[config.mk]
export PLATFORM = sky130hd
export DESIGN_NAME = utx_top
export DESIGN_NICKNAME = d
export VERILOG_FILES = /design/src/utx_pkg.sv /design/src/utx_top.sv
export SDC_FILE = /design/constraint.sdc
export NUM_CORES = 1
export LEC_CHECK = 0
export ABC_AREA = 0
export ABC_CLOCK_PERIOD_IN_PS = 5450
export BUFFER_PORTS_ARGS = -buffer_cell sky130_fd_sc_hd__buf_2
export CAP_MARGIN = 20
export CORE_MARGIN = 4
export CORE_UTILIZATION = 35
export DETAILED_ROUTE_END_ITERATION = 6
export GPL_TIMING_DRIVEN = 1
export PLACE_DENSITY_LB_ADDON = 0.05
export SLEW_MARGIN = 20
export SYNTH_ARGS = -nofsm -noshare
export SYNTH_HDL_FRONTEND = slang
export SYNTH_HIERARCHICAL = 1
export SYNTH_SLANG_ARGS = --single-unit
[constraint.sdc]
create_clock -name clk -period 5.45 [get_ports clk]
set_input_delay 1.09 -clock clk [delete_from_list [all_inputs] [get_ports clk]]
set_output_delay 1.09 -clock clk [all_outputs]
set_load 0.01 [all_outputs]
[src/utx_pkg.sv]
// Shared constants and carrier types for the transmit rate and special character block
package utx_pkg;
  // Register indices; byte address is four times the index
  localparam logic [9:0] IDX_SPECIAL_CHAR_ONE = 10'h009;
  localparam logic [9:0] IDX_SPECIAL_CHAR_TWO = 10'h00A;
  localparam logic [9:0] IDX_SPECIAL_CHAR_THREE = 10'h00B;
  localparam logic [9:0] IDX_SPECIAL_CHAR_FOUR = 10'h00C;
  localparam logic [9:0] IDX_TX_RATE_DIVISOR_HIGH = 10'h039;
  localparam logic [9:0] IDX_TX_RATE_DIVISOR_LOW = 10'h03A;
  localparam logic [9:0] IDX_CONTROL = 10'h040;
  localparam logic [9:0] IDX_COMMAND = 10'h041;
  localparam logic [9:0] IDX_TX_DATA = 10'h042;
  localparam logic [9:0] IDX_STATUS = 10'h043;

  localparam logic [7:0] CHAR_RESET = 8'h00;
  localparam logic [7:0] DIVISOR_RESET = 8'h00;
  localparam logic [1:0] CONTROL_RESET = 2'h0;

  // Control fields
  localparam int CTL_TWO_CHAR_TX = 0;
  localparam int CTL_DOUBLE_CMP = 1;
  // Command fields
  localparam int CMD_SEND_ONE = 0;
  localparam int CMD_SEND_TWO = 1;
  // Status fields
  localparam int STS_TX_BUSY = 0;
  localparam int STS_SEQ_PENDING = 1;
  localparam int STS_FIFO_NONEMPTY = 2;
  localparam int STS_PAIR_PENDING = 3;

  // Serial frame: one start, eight data, one stop, sixteen ticks per bit
  localparam logic [3:0] FRAME_LAST_BIT = 4'h9;
  localparam logic [3:0] TICKS_LAST = 4'hF;

  // Receive match codes
  localparam logic [2:0] MATCH_NONE = 3'h0;
  localparam logic [2:0] MATCH_ONE = 3'h1;
  localparam logic [2:0] MATCH_TWO = 3'h2;
  localparam logic [2:0] MATCH_THREE = 3'h3;
  localparam logic [2:0] MATCH_FOUR = 3'h4;
  localparam logic [2:0] MATCH_ON_PAIR = 3'h5;
  localparam logic [2:0] MATCH_OFF_PAIR = 3'h6;

  typedef struct packed {
    logic [7:0] chr;
    logic [2:0] match;
  } utx_rx_status_s;
endpackage : utx_pkg

[src/utx_top.sv]
// Transmit bit-rate generator, special character send and compare, with APB registers
`timescale 1ns/1ps
`default_nettype none

module utx_fifo #(
  parameter int WIDTH = 8,
  parameter int DEPTH = 16
) (
  input wire logic clk,
  input wire logic rst_n,
  input wire logic in_valid,
  output logic in_ready,
  input wire logic [WIDTH-1:0] in_data,
  output logic out_valid,
  input wire logic out_ready,
  output logic [WIDTH-1:0] out_data
);
  localparam int AW = $clog2(DEPTH);
  logic [WIDTH-1:0] mem [DEPTH];
  logic [AW-1:0] wr_q;
  logic [AW-1:0] rd_q;
  logic [AW:0] cnt_q;
  logic push;
  logic pop;

  if (DEPTH < 2 || (1 << AW) != DEPTH)
  begin : g_bad_depth
    $error("utx_fifo depth must be a power of two of at least two");
  end

  assign in_ready = (cnt_q != (AW+1)'(DEPTH));
  assign out_valid = (cnt_q != '0);
  assign out_data = mem[rd_q];
  assign push = in_valid && in_ready;
  assign pop = out_valid && out_ready;

  always_ff @(posedge clk)
  begin
    if (push)
    begin
      mem[wr_q] <= in_data;
    end
  end

  always_ff @(posedge clk)
  begin
    if (!rst_n)
    begin
      wr_q <= '0;
      rd_q <= '0;
      cnt_q <= '0;
    end
    else
    begin
      if (push)
      begin
        wr_q <= wr_q + 1'b1;
      end
      if (pop)
      begin
        rd_q <= rd_q + 1'b1;
      end
      cnt_q <= cnt_q + (AW+1)'(push) - (AW+1)'(pop);
    end
  end
endmodule : utx_fifo

module utx_top #(
  parameter int FIFO_DEPTH = 16,
  parameter int ADDR_W = 12
) (
  input wire logic clk,
  input wire logic rst_n,
  input wire logic [ADDR_W-1:0] paddr,
  input wire logic psel,
  input wire logic penable,
  input wire logic pwrite,
  input wire logic [31:0] pwdata,
  output logic [31:0] prdata,
  output logic pready,
  output logic pslverr,
  input wire logic rx_char_valid,
  input wire logic [7:0] rx_char,
  output logic rx_status_valid,
  output utx_pkg::utx_rx_status_s rx_status,
  output logic tx_tick,
  output logic txd
);
  if (ADDR_W < 12 || ADDR_W > 32)
  begin : g_bad_addr
    $error("utx_top address width must hold the register map");
  end

  logic [7:0] sc_q [4];
  logic [7:0] div_hi_q;
  logic [7:0] div_lo_q;
  logic [1:0] ctl_q;
  logic [15:0] cnt_q;
  logic [15:0] preload;
  logic [1:0] pend_cnt_q;
  logic [7:0] pend_q [2];
  logic fifo_in_ready;
  logic fifo_out_valid;
  logic fifo_out_ready;
  logic [7:0] fifo_out_data;
  logic busy_q;
  logic [9:0] sh_q;
  logic [3:0] bit_q;
  logic [3:0] sub_q;
  logic [2:0] pair_q;
  logic [2:0] pair_d;
  logic [2:0] code;
  logic [9:0] idx;
  logic mapped;
  logic writable;
  logic access;
  logic done;
  logic [31:0] rdata;

  // Bus decode; command and data writes wait while a sequence is pending
  assign idx = paddr[11:2];
  assign access = psel && penable && !pready;
  assign done = psel && penable && pready && !pslverr;
  always_comb
  begin
    // Shift rather than slice, so the minimum address width still elaborates
    mapped = (paddr[1:0] == 2'h0) && ((paddr >> 12) == '0);
    unique case (idx)
      utx_pkg::IDX_SPECIAL_CHAR_ONE, utx_pkg::IDX_SPECIAL_CHAR_TWO,
      utx_pkg::IDX_SPECIAL_CHAR_THREE, utx_pkg::IDX_SPECIAL_CHAR_FOUR,
      utx_pkg::IDX_TX_RATE_DIVISOR_HIGH, utx_pkg::IDX_TX_RATE_DIVISOR_LOW,
      utx_pkg::IDX_CONTROL, utx_pkg::IDX_COMMAND, utx_pkg::IDX_TX_DATA,
      utx_pkg::IDX_STATUS: ;
      default: mapped = 1'b0;
    endcase
  end
  assign writable = !(pwrite && (idx == utx_pkg::IDX_COMMAND || idx == utx_pkg::IDX_TX_DATA))
                    || (pend_cnt_q == 2'h0);

  always_comb
  begin
    rdata = 32'h0000_0000;
    unique case (idx)
      utx_pkg::IDX_SPECIAL_CHAR_ONE: rdata[7:0] = sc_q[0];
      utx_pkg::IDX_SPECIAL_CHAR_TWO: rdata[7:0] = sc_q[1];
      utx_pkg::IDX_SPECIAL_CHAR_THREE: rdata[7:0] = sc_q[2];
      utx_pkg::IDX_SPECIAL_CHAR_FOUR: rdata[7:0] = sc_q[3];
      utx_pkg::IDX_TX_RATE_DIVISOR_HIGH: rdata[7:0] = div_hi_q;
      utx_pkg::IDX_TX_RATE_DIVISOR_LOW: rdata[7:0] = div_lo_q;
      utx_pkg::IDX_CONTROL: rdata[1:0] = ctl_q;
      utx_pkg::IDX_STATUS:
      begin
        rdata[utx_pkg::STS_TX_BUSY] = busy_q;
        rdata[utx_pkg::STS_SEQ_PENDING] = (pend_cnt_q != 2'h0);
        rdata[utx_pkg::STS_FIFO_NONEMPTY] = fifo_out_valid;
        rdata[utx_pkg::STS_PAIR_PENDING] = (pair_q != utx_pkg::MATCH_NONE);
      end
      default: rdata = 32'h0000_0000;
    endcase
  end

  always_ff @(posedge clk)
  begin
    if (!rst_n)
    begin
      pready <= 1'b0;
      pslverr <= 1'b0;
      prdata <= 32'h0000_0000;
    end
    else if (access && (writable || !mapped))
    begin
      pready <= 1'b1;
      pslverr <= !mapped;
      prdata <= (mapped && !pwrite) ? rdata : 32'h0000_0000;
    end
    else
    begin
      pready <= 1'b0;
      pslverr <= 1'b0;
    end
  end

  always_ff @(posedge clk)
  begin
    if (!rst_n)
    begin
      div_hi_q <= utx_pkg::DIVISOR_RESET;
      div_lo_q <= utx_pkg::DIVISOR_RESET;
      ctl_q <= utx_pkg::CONTROL_RESET;
      for (int i = 0; i < 4; i++)
      begin
        sc_q[i] <= utx_pkg::CHAR_RESET;
      end
    end
    else if (done && pwrite)
    begin
      unique case (idx)
        utx_pkg::IDX_SPECIAL_CHAR_ONE: sc_q[0] <= pwdata[7:0];
        utx_pkg::IDX_SPECIAL_CHAR_TWO: sc_q[1] <= pwdata[7:0];
        utx_pkg::IDX_SPECIAL_CHAR_THREE: sc_q[2] <= pwdata[7:0];
        utx_pkg::IDX_SPECIAL_CHAR_FOUR: sc_q[3] <= pwdata[7:0];
        utx_pkg::IDX_TX_RATE_DIVISOR_HIGH: div_hi_q <= pwdata[7:0];
        utx_pkg::IDX_TX_RATE_DIVISOR_LOW: div_lo_q <= pwdata[7:0];
        utx_pkg::IDX_CONTROL: ctl_q <= pwdata[1:0];
        default: ;
      endcase
    end
  end

  assign preload = {div_hi_q, div_lo_q};

  // Reload after counting preload
  // A zero preload stops the clock rather than ticking every cycle
  always_ff @(posedge clk)
  begin
    if (!rst_n || preload == 16'h0000)
    begin
      cnt_q <= 16'h0000;
      tx_tick <= 1'b0;
    end
    else if (cnt_q + 16'h0001 >= preload)
    begin
      cnt_q <= 16'h0000;
      tx_tick <= 1'b1;
    end
    else
    begin
      cnt_q <= cnt_q + 16'h0001;
      tx_tick <= 1'b0;
    end
  end

  // Command sequencer feeds the FIFO one character at a time
  always_ff @(posedge clk)
  begin
    if (!rst_n)
    begin
      pend_cnt_q <= 2'h0;
      pend_q[0] <= 8'h00;
      pend_q[1] <= 8'h00;
    end
    else if (done && pwrite && idx == utx_pkg::IDX_COMMAND)
    begin
      if (pwdata[utx_pkg::CMD_SEND_ONE])
      begin
        pend_q[0] <= sc_q[0];
        pend_q[1] <= sc_q[2];
        pend_cnt_q <= ctl_q[utx_pkg::CTL_TWO_CHAR_TX] ? 2'h2 : 2'h1;
      end
      else if (pwdata[utx_pkg::CMD_SEND_TWO])
      begin
        pend_q[0] <= sc_q[1];
        pend_q[1] <= sc_q[3];
        pend_cnt_q <= ctl_q[utx_pkg::CTL_TWO_CHAR_TX] ? 2'h2 : 2'h1;
      end
    end
    else if (done && pwrite && idx == utx_pkg::IDX_TX_DATA)
    begin
      pend_q[0] <= pwdata[7:0];
      pend_cnt_q <= 2'h1;
    end
    else if (pend_cnt_q != 2'h0 && fifo_in_ready)
    begin
      pend_q[0] <= pend_q[1];
      pend_cnt_q <= pend_cnt_q - 2'h1;
    end
  end

  utx_fifo #(
    .WIDTH(8),
    .DEPTH(FIFO_DEPTH)
  ) u_fifo (
    .clk(clk),
    .rst_n(rst_n),
    .in_valid(pend_cnt_q != 2'h0),
    .in_ready(fifo_in_ready),
    .in_data(pend_q[0]),
    .out_valid(fifo_out_valid),
    .out_ready(fifo_out_ready),
    .out_data(fifo_out_data)
  );

  // Serialiser drains the FIFO only when idle, so a stopped clock fills it
  assign fifo_out_ready = !busy_q;
  always_ff @(posedge clk)
  begin
    if (!rst_n)
    begin
      busy_q <= 1'b0;
      txd <= 1'b1;
      sh_q <= 10'h3FF;
      bit_q <= 4'h0;
      sub_q <= 4'h0;
    end
    else if (!busy_q)
    begin
      if (fifo_out_valid)
      begin
        busy_q <= 1'b1;
        sh_q <= {1'b1, fifo_out_data, 1'b0};
        txd <= 1'b0;
        bit_q <= 4'h0;
        sub_q <= 4'h0;
      end
    end
    else if (tx_tick)
    begin
      sub_q <= sub_q + 4'h1;
      if (sub_q == utx_pkg::TICKS_LAST)
      begin
        if (bit_q == utx_pkg::FRAME_LAST_BIT)
        begin
          busy_q <= 1'b0;
          txd <= 1'b1;
        end
        else
        begin
          sh_q <= {1'b1, sh_q[9:1]};
          txd <= sh_q[1];
          bit_q <= bit_q + 4'h1;
        end
      end
    end
  end

  always_comb
  begin
    pair_d = utx_pkg::MATCH_NONE;
    if (rx_char == sc_q[0])
    begin
      code = utx_pkg::MATCH_ONE;
    end
    else if (rx_char == sc_q[1])
    begin
      code = utx_pkg::MATCH_TWO;
    end
    else if (rx_char == sc_q[2])
    begin
      code = utx_pkg::MATCH_THREE;
    end
    else if (rx_char == sc_q[3])
    begin
      code = utx_pkg::MATCH_FOUR;
    end
    else
    begin
      code = utx_pkg::MATCH_NONE;
    end
    if (ctl_q[utx_pkg::CTL_DOUBLE_CMP])
    begin
      if (pair_q == utx_pkg::MATCH_ONE && rx_char == sc_q[2])
      begin
        code = utx_pkg::MATCH_ON_PAIR;
      end
      else if (pair_q == utx_pkg::MATCH_TWO && rx_char == sc_q[3])
      begin
        code = utx_pkg::MATCH_OFF_PAIR;
      end
      else
      begin
        pair_d = (rx_char == sc_q[0]) ? utx_pkg::MATCH_ONE :
                 (rx_char == sc_q[1]) ? utx_pkg::MATCH_TWO : utx_pkg::MATCH_NONE;
        code = utx_pkg::MATCH_NONE;
      end
    end
  end

  always_ff @(posedge clk)
  begin
    if (!rst_n)
    begin
      pair_q <= utx_pkg::MATCH_NONE;
      rx_status_valid <= 1'b0;
      rx_status <= '0;
    end
    else
    begin
      rx_status_valid <= rx_char_valid;
      if (rx_char_valid)
      begin
        pair_q <= pair_d;
        rx_status.chr <= rx_char;
        rx_status.match <= code;
      end
    end
  end
endmodule : utx_top

`default_nettype wire

==> run summary <==
Result of the run = finished clean
Worst hold margin = 0.461 ns
Required time at the worst-slack endpoint = 5.89 ns
Iteration-0 DRC count of the detailed router = 470
Synth async-reset ratio = 0
Clock buffers created by TritonCTS = 34
Shortest clock period the worst path allows after layout = 3.25 ns
Number of flops mapped to enable cells by yosys = 176
Count of unique library cells instantiated by Yosys = 81
First-pass GRT wire length = 51.2 mm
Critical path capture point type = flop
Synthesized instance count = 1,034
Clock tree from TritonCTS = done
Mean post-synth cell area = 12.4 um2
Cell at the slowest stage of the critical path = sky130_fd_sc_hd__nor4_1
Cell Rows = 69
Family with the most delay on the worst path = simple AND/OR/NAND/NOR gates
DRC violations left = 0
Min-Delay Path Depth = 1
Number of port buffers = 57
WHS Endpoint = prdata[1]
Hold buffers post-CTS = 0
Ys flop type = sky130_fd_sc_hd__edfxtp_1
Sequential standard cell area = 7210 um2
Class of the tightest hold or removal check = reg -> reg
Met1 track demand over resource in global routing = 0.224
Critical path class = reg -> reg
Worst-path maximum fanout = 17
Final hold violation count = 0
CTS clk-pin slew, worst paths = 0.05 ns
X dimension of the die = 199 um
Total routing resource utilization after global routing = 0.172
Share of synthesized area occupied by flip-flops and latches = 0.562
Fraction of layout instances using a drive strength above 1 = 0.149
Lkg Pwr = 5.28 nW
Final core area utilization = 0.406
Setup slack of the most critical reg-to-reg path = 2.20 ns
Count of filler cells inserted in the layout = 3,428
VDD IR-drop max = 0.212 mV
Insertion delay of the later-clocked pin in the worst-skew pair = 0.51 ns
Average routed wire per standard cell = 21.7 um
Source of the worst register-to-register timing path = cnt_q[0]
Warnings, synthesis = 6
Drt via density = 5.14
Category of the worst setup path launch point = flop
Vias post-DR = 8,071
RSZ-0062 raised after global routing = no
H-tree level count = 2
Length in cells of the worst reg-to-reg path = 11
Count of max-cap constraint violations = 0
Most used routing layer = met2
Total Neg Setup Slack = 0 ns
Boundary Pins = 106
Synth-to-Final Area Change = 13.4%
DRT Pass-1 Iters = 5
DIE AREA = 39,800 um2
Sum of net half-perimeters after detailed placement = 23.8 mm
Global routing usage on met3 = 0.0256
Number of stages on the worst setup path = 11
Post-CTS sizing = 0
Total clock sinks = 272
RD Place Congestion = 0.800
Total Wirelength = 34.0 mm
Share of the clock period used by the worst path after layout = 0.596
Buffer levels on the longest clock path = 3
Flop and latch count out of synthesis = 272
Met2 Usage GRT = 0.297
Std-Cell Core Area = 35,800 um2
Series of cell instances along the critical path = ha_1, nand2_1, nor4_1, nand4_1, xnor2_1, ha_1, nand2_1, nor3_1, and3_1, a31o_2, o21ba_2
PD cells = 412 nW/um2
Layout net count = 1,174
Max Fclk = 0.308 GHz
Final Total Pwr = 5.99 mW
Biggest cell delay along the critical path = 0.48 ns
Clock tree root driver cell = sky130_fd_sc_hd__clkbuf_16
Worst path arrival time = 3.69 ns
Detail Route Antenna Nets = 0
Tightest Pin Transition = 1.07 ns
Setup violation total in the final timing report = 0
Number of setup buffers added after CTS = 0
Total standard cell area after synthesis = 12,800 um2
Multi-input gate area = 5110 um2
Initial antenna violation count = 1
Pins Over Slew Limit = 0
Initial core utilization = 0.358
Slew headroom = 0.286
Post-route design area = 14,500 um2
Total gr overflow = 0
Largest clock skew in the final design = 0.0111 ns
Cell area reported after detailed placement = 13,400 um2
Destination of the worst register-to-register timing path = tx_tick
Number of global-route vias before repair = 8,024
Start point of the worst min-delay path = prdata[1]
Pin count of the biggest net entering global routing = 41
Crit path buffers/inverters = 0
Chip Height = 199 um
==> logic make-up after synthesis <==
family,count (synthesis),share of synthesized area
AND/OR/NAND/NOR,330,0.144
AO/OA/AOI/OAI,160,0.0884
multiplexers,64,0.0860
buffers and inverters,118,0.0484
other,1,0.000292
flip-flops,272,0.562
adder cells (fa/ha/maj),33,0.0328
XOR/XNOR,56,0.0382
==> power breakdown <==
group          leakage (nW)  total, mW  internal (mW)  switching [mW]
clock                 0.547       2.23           1.40           0.834
combinational          2.28       1.15          0.504           0.647
sequential             2.45       2.61           2.43           0.182
==> synthesized netlist by cell type (all sizes together), types with 30 or more instances <==
library cell,count,area (um2)
clkbuf,32,120
mux2i,30,300
mux4,32,781
ha,32,400
a22oi,41,308
buf,45,328
edfxtp,176,5290
and2,55,345
inv,38,143
nand2,87,334
dfxtp,96,1920
nor2,53,201
==> worst reg2reg max path: stages, from the launching register on <==
cell	delay (ns)
sky130_fd_sc_hd__dfxtp_1	0.38
sky130_fd_sc_hd__ha_1	0.24
sky130_fd_sc_hd__nand2_1	0.11
sky130_fd_sc_hd__nor4_1	0.48
sky130_fd_sc_hd__nand4_1	0.18
sky130_fd_sc_hd__xnor2_1	0.18
sky130_fd_sc_hd__ha_1	0.28
sky130_fd_sc_hd__nand2_1	0.08
sky130_fd_sc_hd__nor3_1	0.36
sky130_fd_sc_hd__and3_1	0.21
sky130_fd_sc_hd__a31o_2	0.42
sky130_fd_sc_hd__o21ba_2	0.26
==> state kept, by name, indices dropped and copies added, names as in the netlist, 4 cells and up, named ones only <==
register and count:
cnt_q 16, u_fifo/rd_q 4, sc_q 32, div_lo_q 8
u_fifo/cnt_q 5, u_fifo/mem 128, bit_q 4, prdata 8
sh_q 8, sub_q 4, u_fifo/wr_q 4, div_hi_q 8
pend_q 16, rx_status 11
==> worst max-delay path by stage <==
stage             start         endpoint
3_5_place_dp   paddr[4]     pend_q[0][4]
4_1_cts          busy_q  u_fifo/cnt_q[4]
6_report       cnt_q[0]          tx_tick
2_1_floorplan  paddr[7]     pend_q[0][0]
5_1_grt          busy_q  u_fifo/cnt_q[4]
3_3_place_gp   paddr[7]       sc_q[3][4]
==> layout make-up <==
cell class                      instances  area share
Inverter                               38     0.00981
Clock buffer                           47      0.0676
Tap cell                              461      0.0397
Multi-Input combinational cell        667       0.352
Sequential cell                       272       0.496
Clock inverter                         13     0.00912
Timing Repair Buffer                   70      0.0263
Antenna cell                            1    0.000172
==> cell usage in the layout, fill, tap and decap left out, drive strengths merged, types with 24 or more instances in the layout <==
cell / instances
dfxtp: 96
clkbuf: 47
inv: 38
and2: 55
buf: 70
a21oi: 25
nor2: 53
xnor2: 29
mux2i: 30
ha: 32
edfxtp: 176
mux4: 32
a22oi: 41
nand2: 87
xor2: 27
conb: 24
==> stage by stage <==
step / std cells / setup WS [ns]
floorplan: 1057 / 1.99
global placement: 1508 / 1.71
detailed placement: 1508 / 1.86
CTS: 1568 / 2.19
global route: 1569 / 1.84
finish: 1569 / 2.20
==> layer usage <==
layer  wire (um)  vias up
li1            -     3919
met1       14700     3936
met2       17100      166
met3        1210       50
met4        1030        0
met5           0        -
Note: power is estimated with default switching activity, not from simulation.
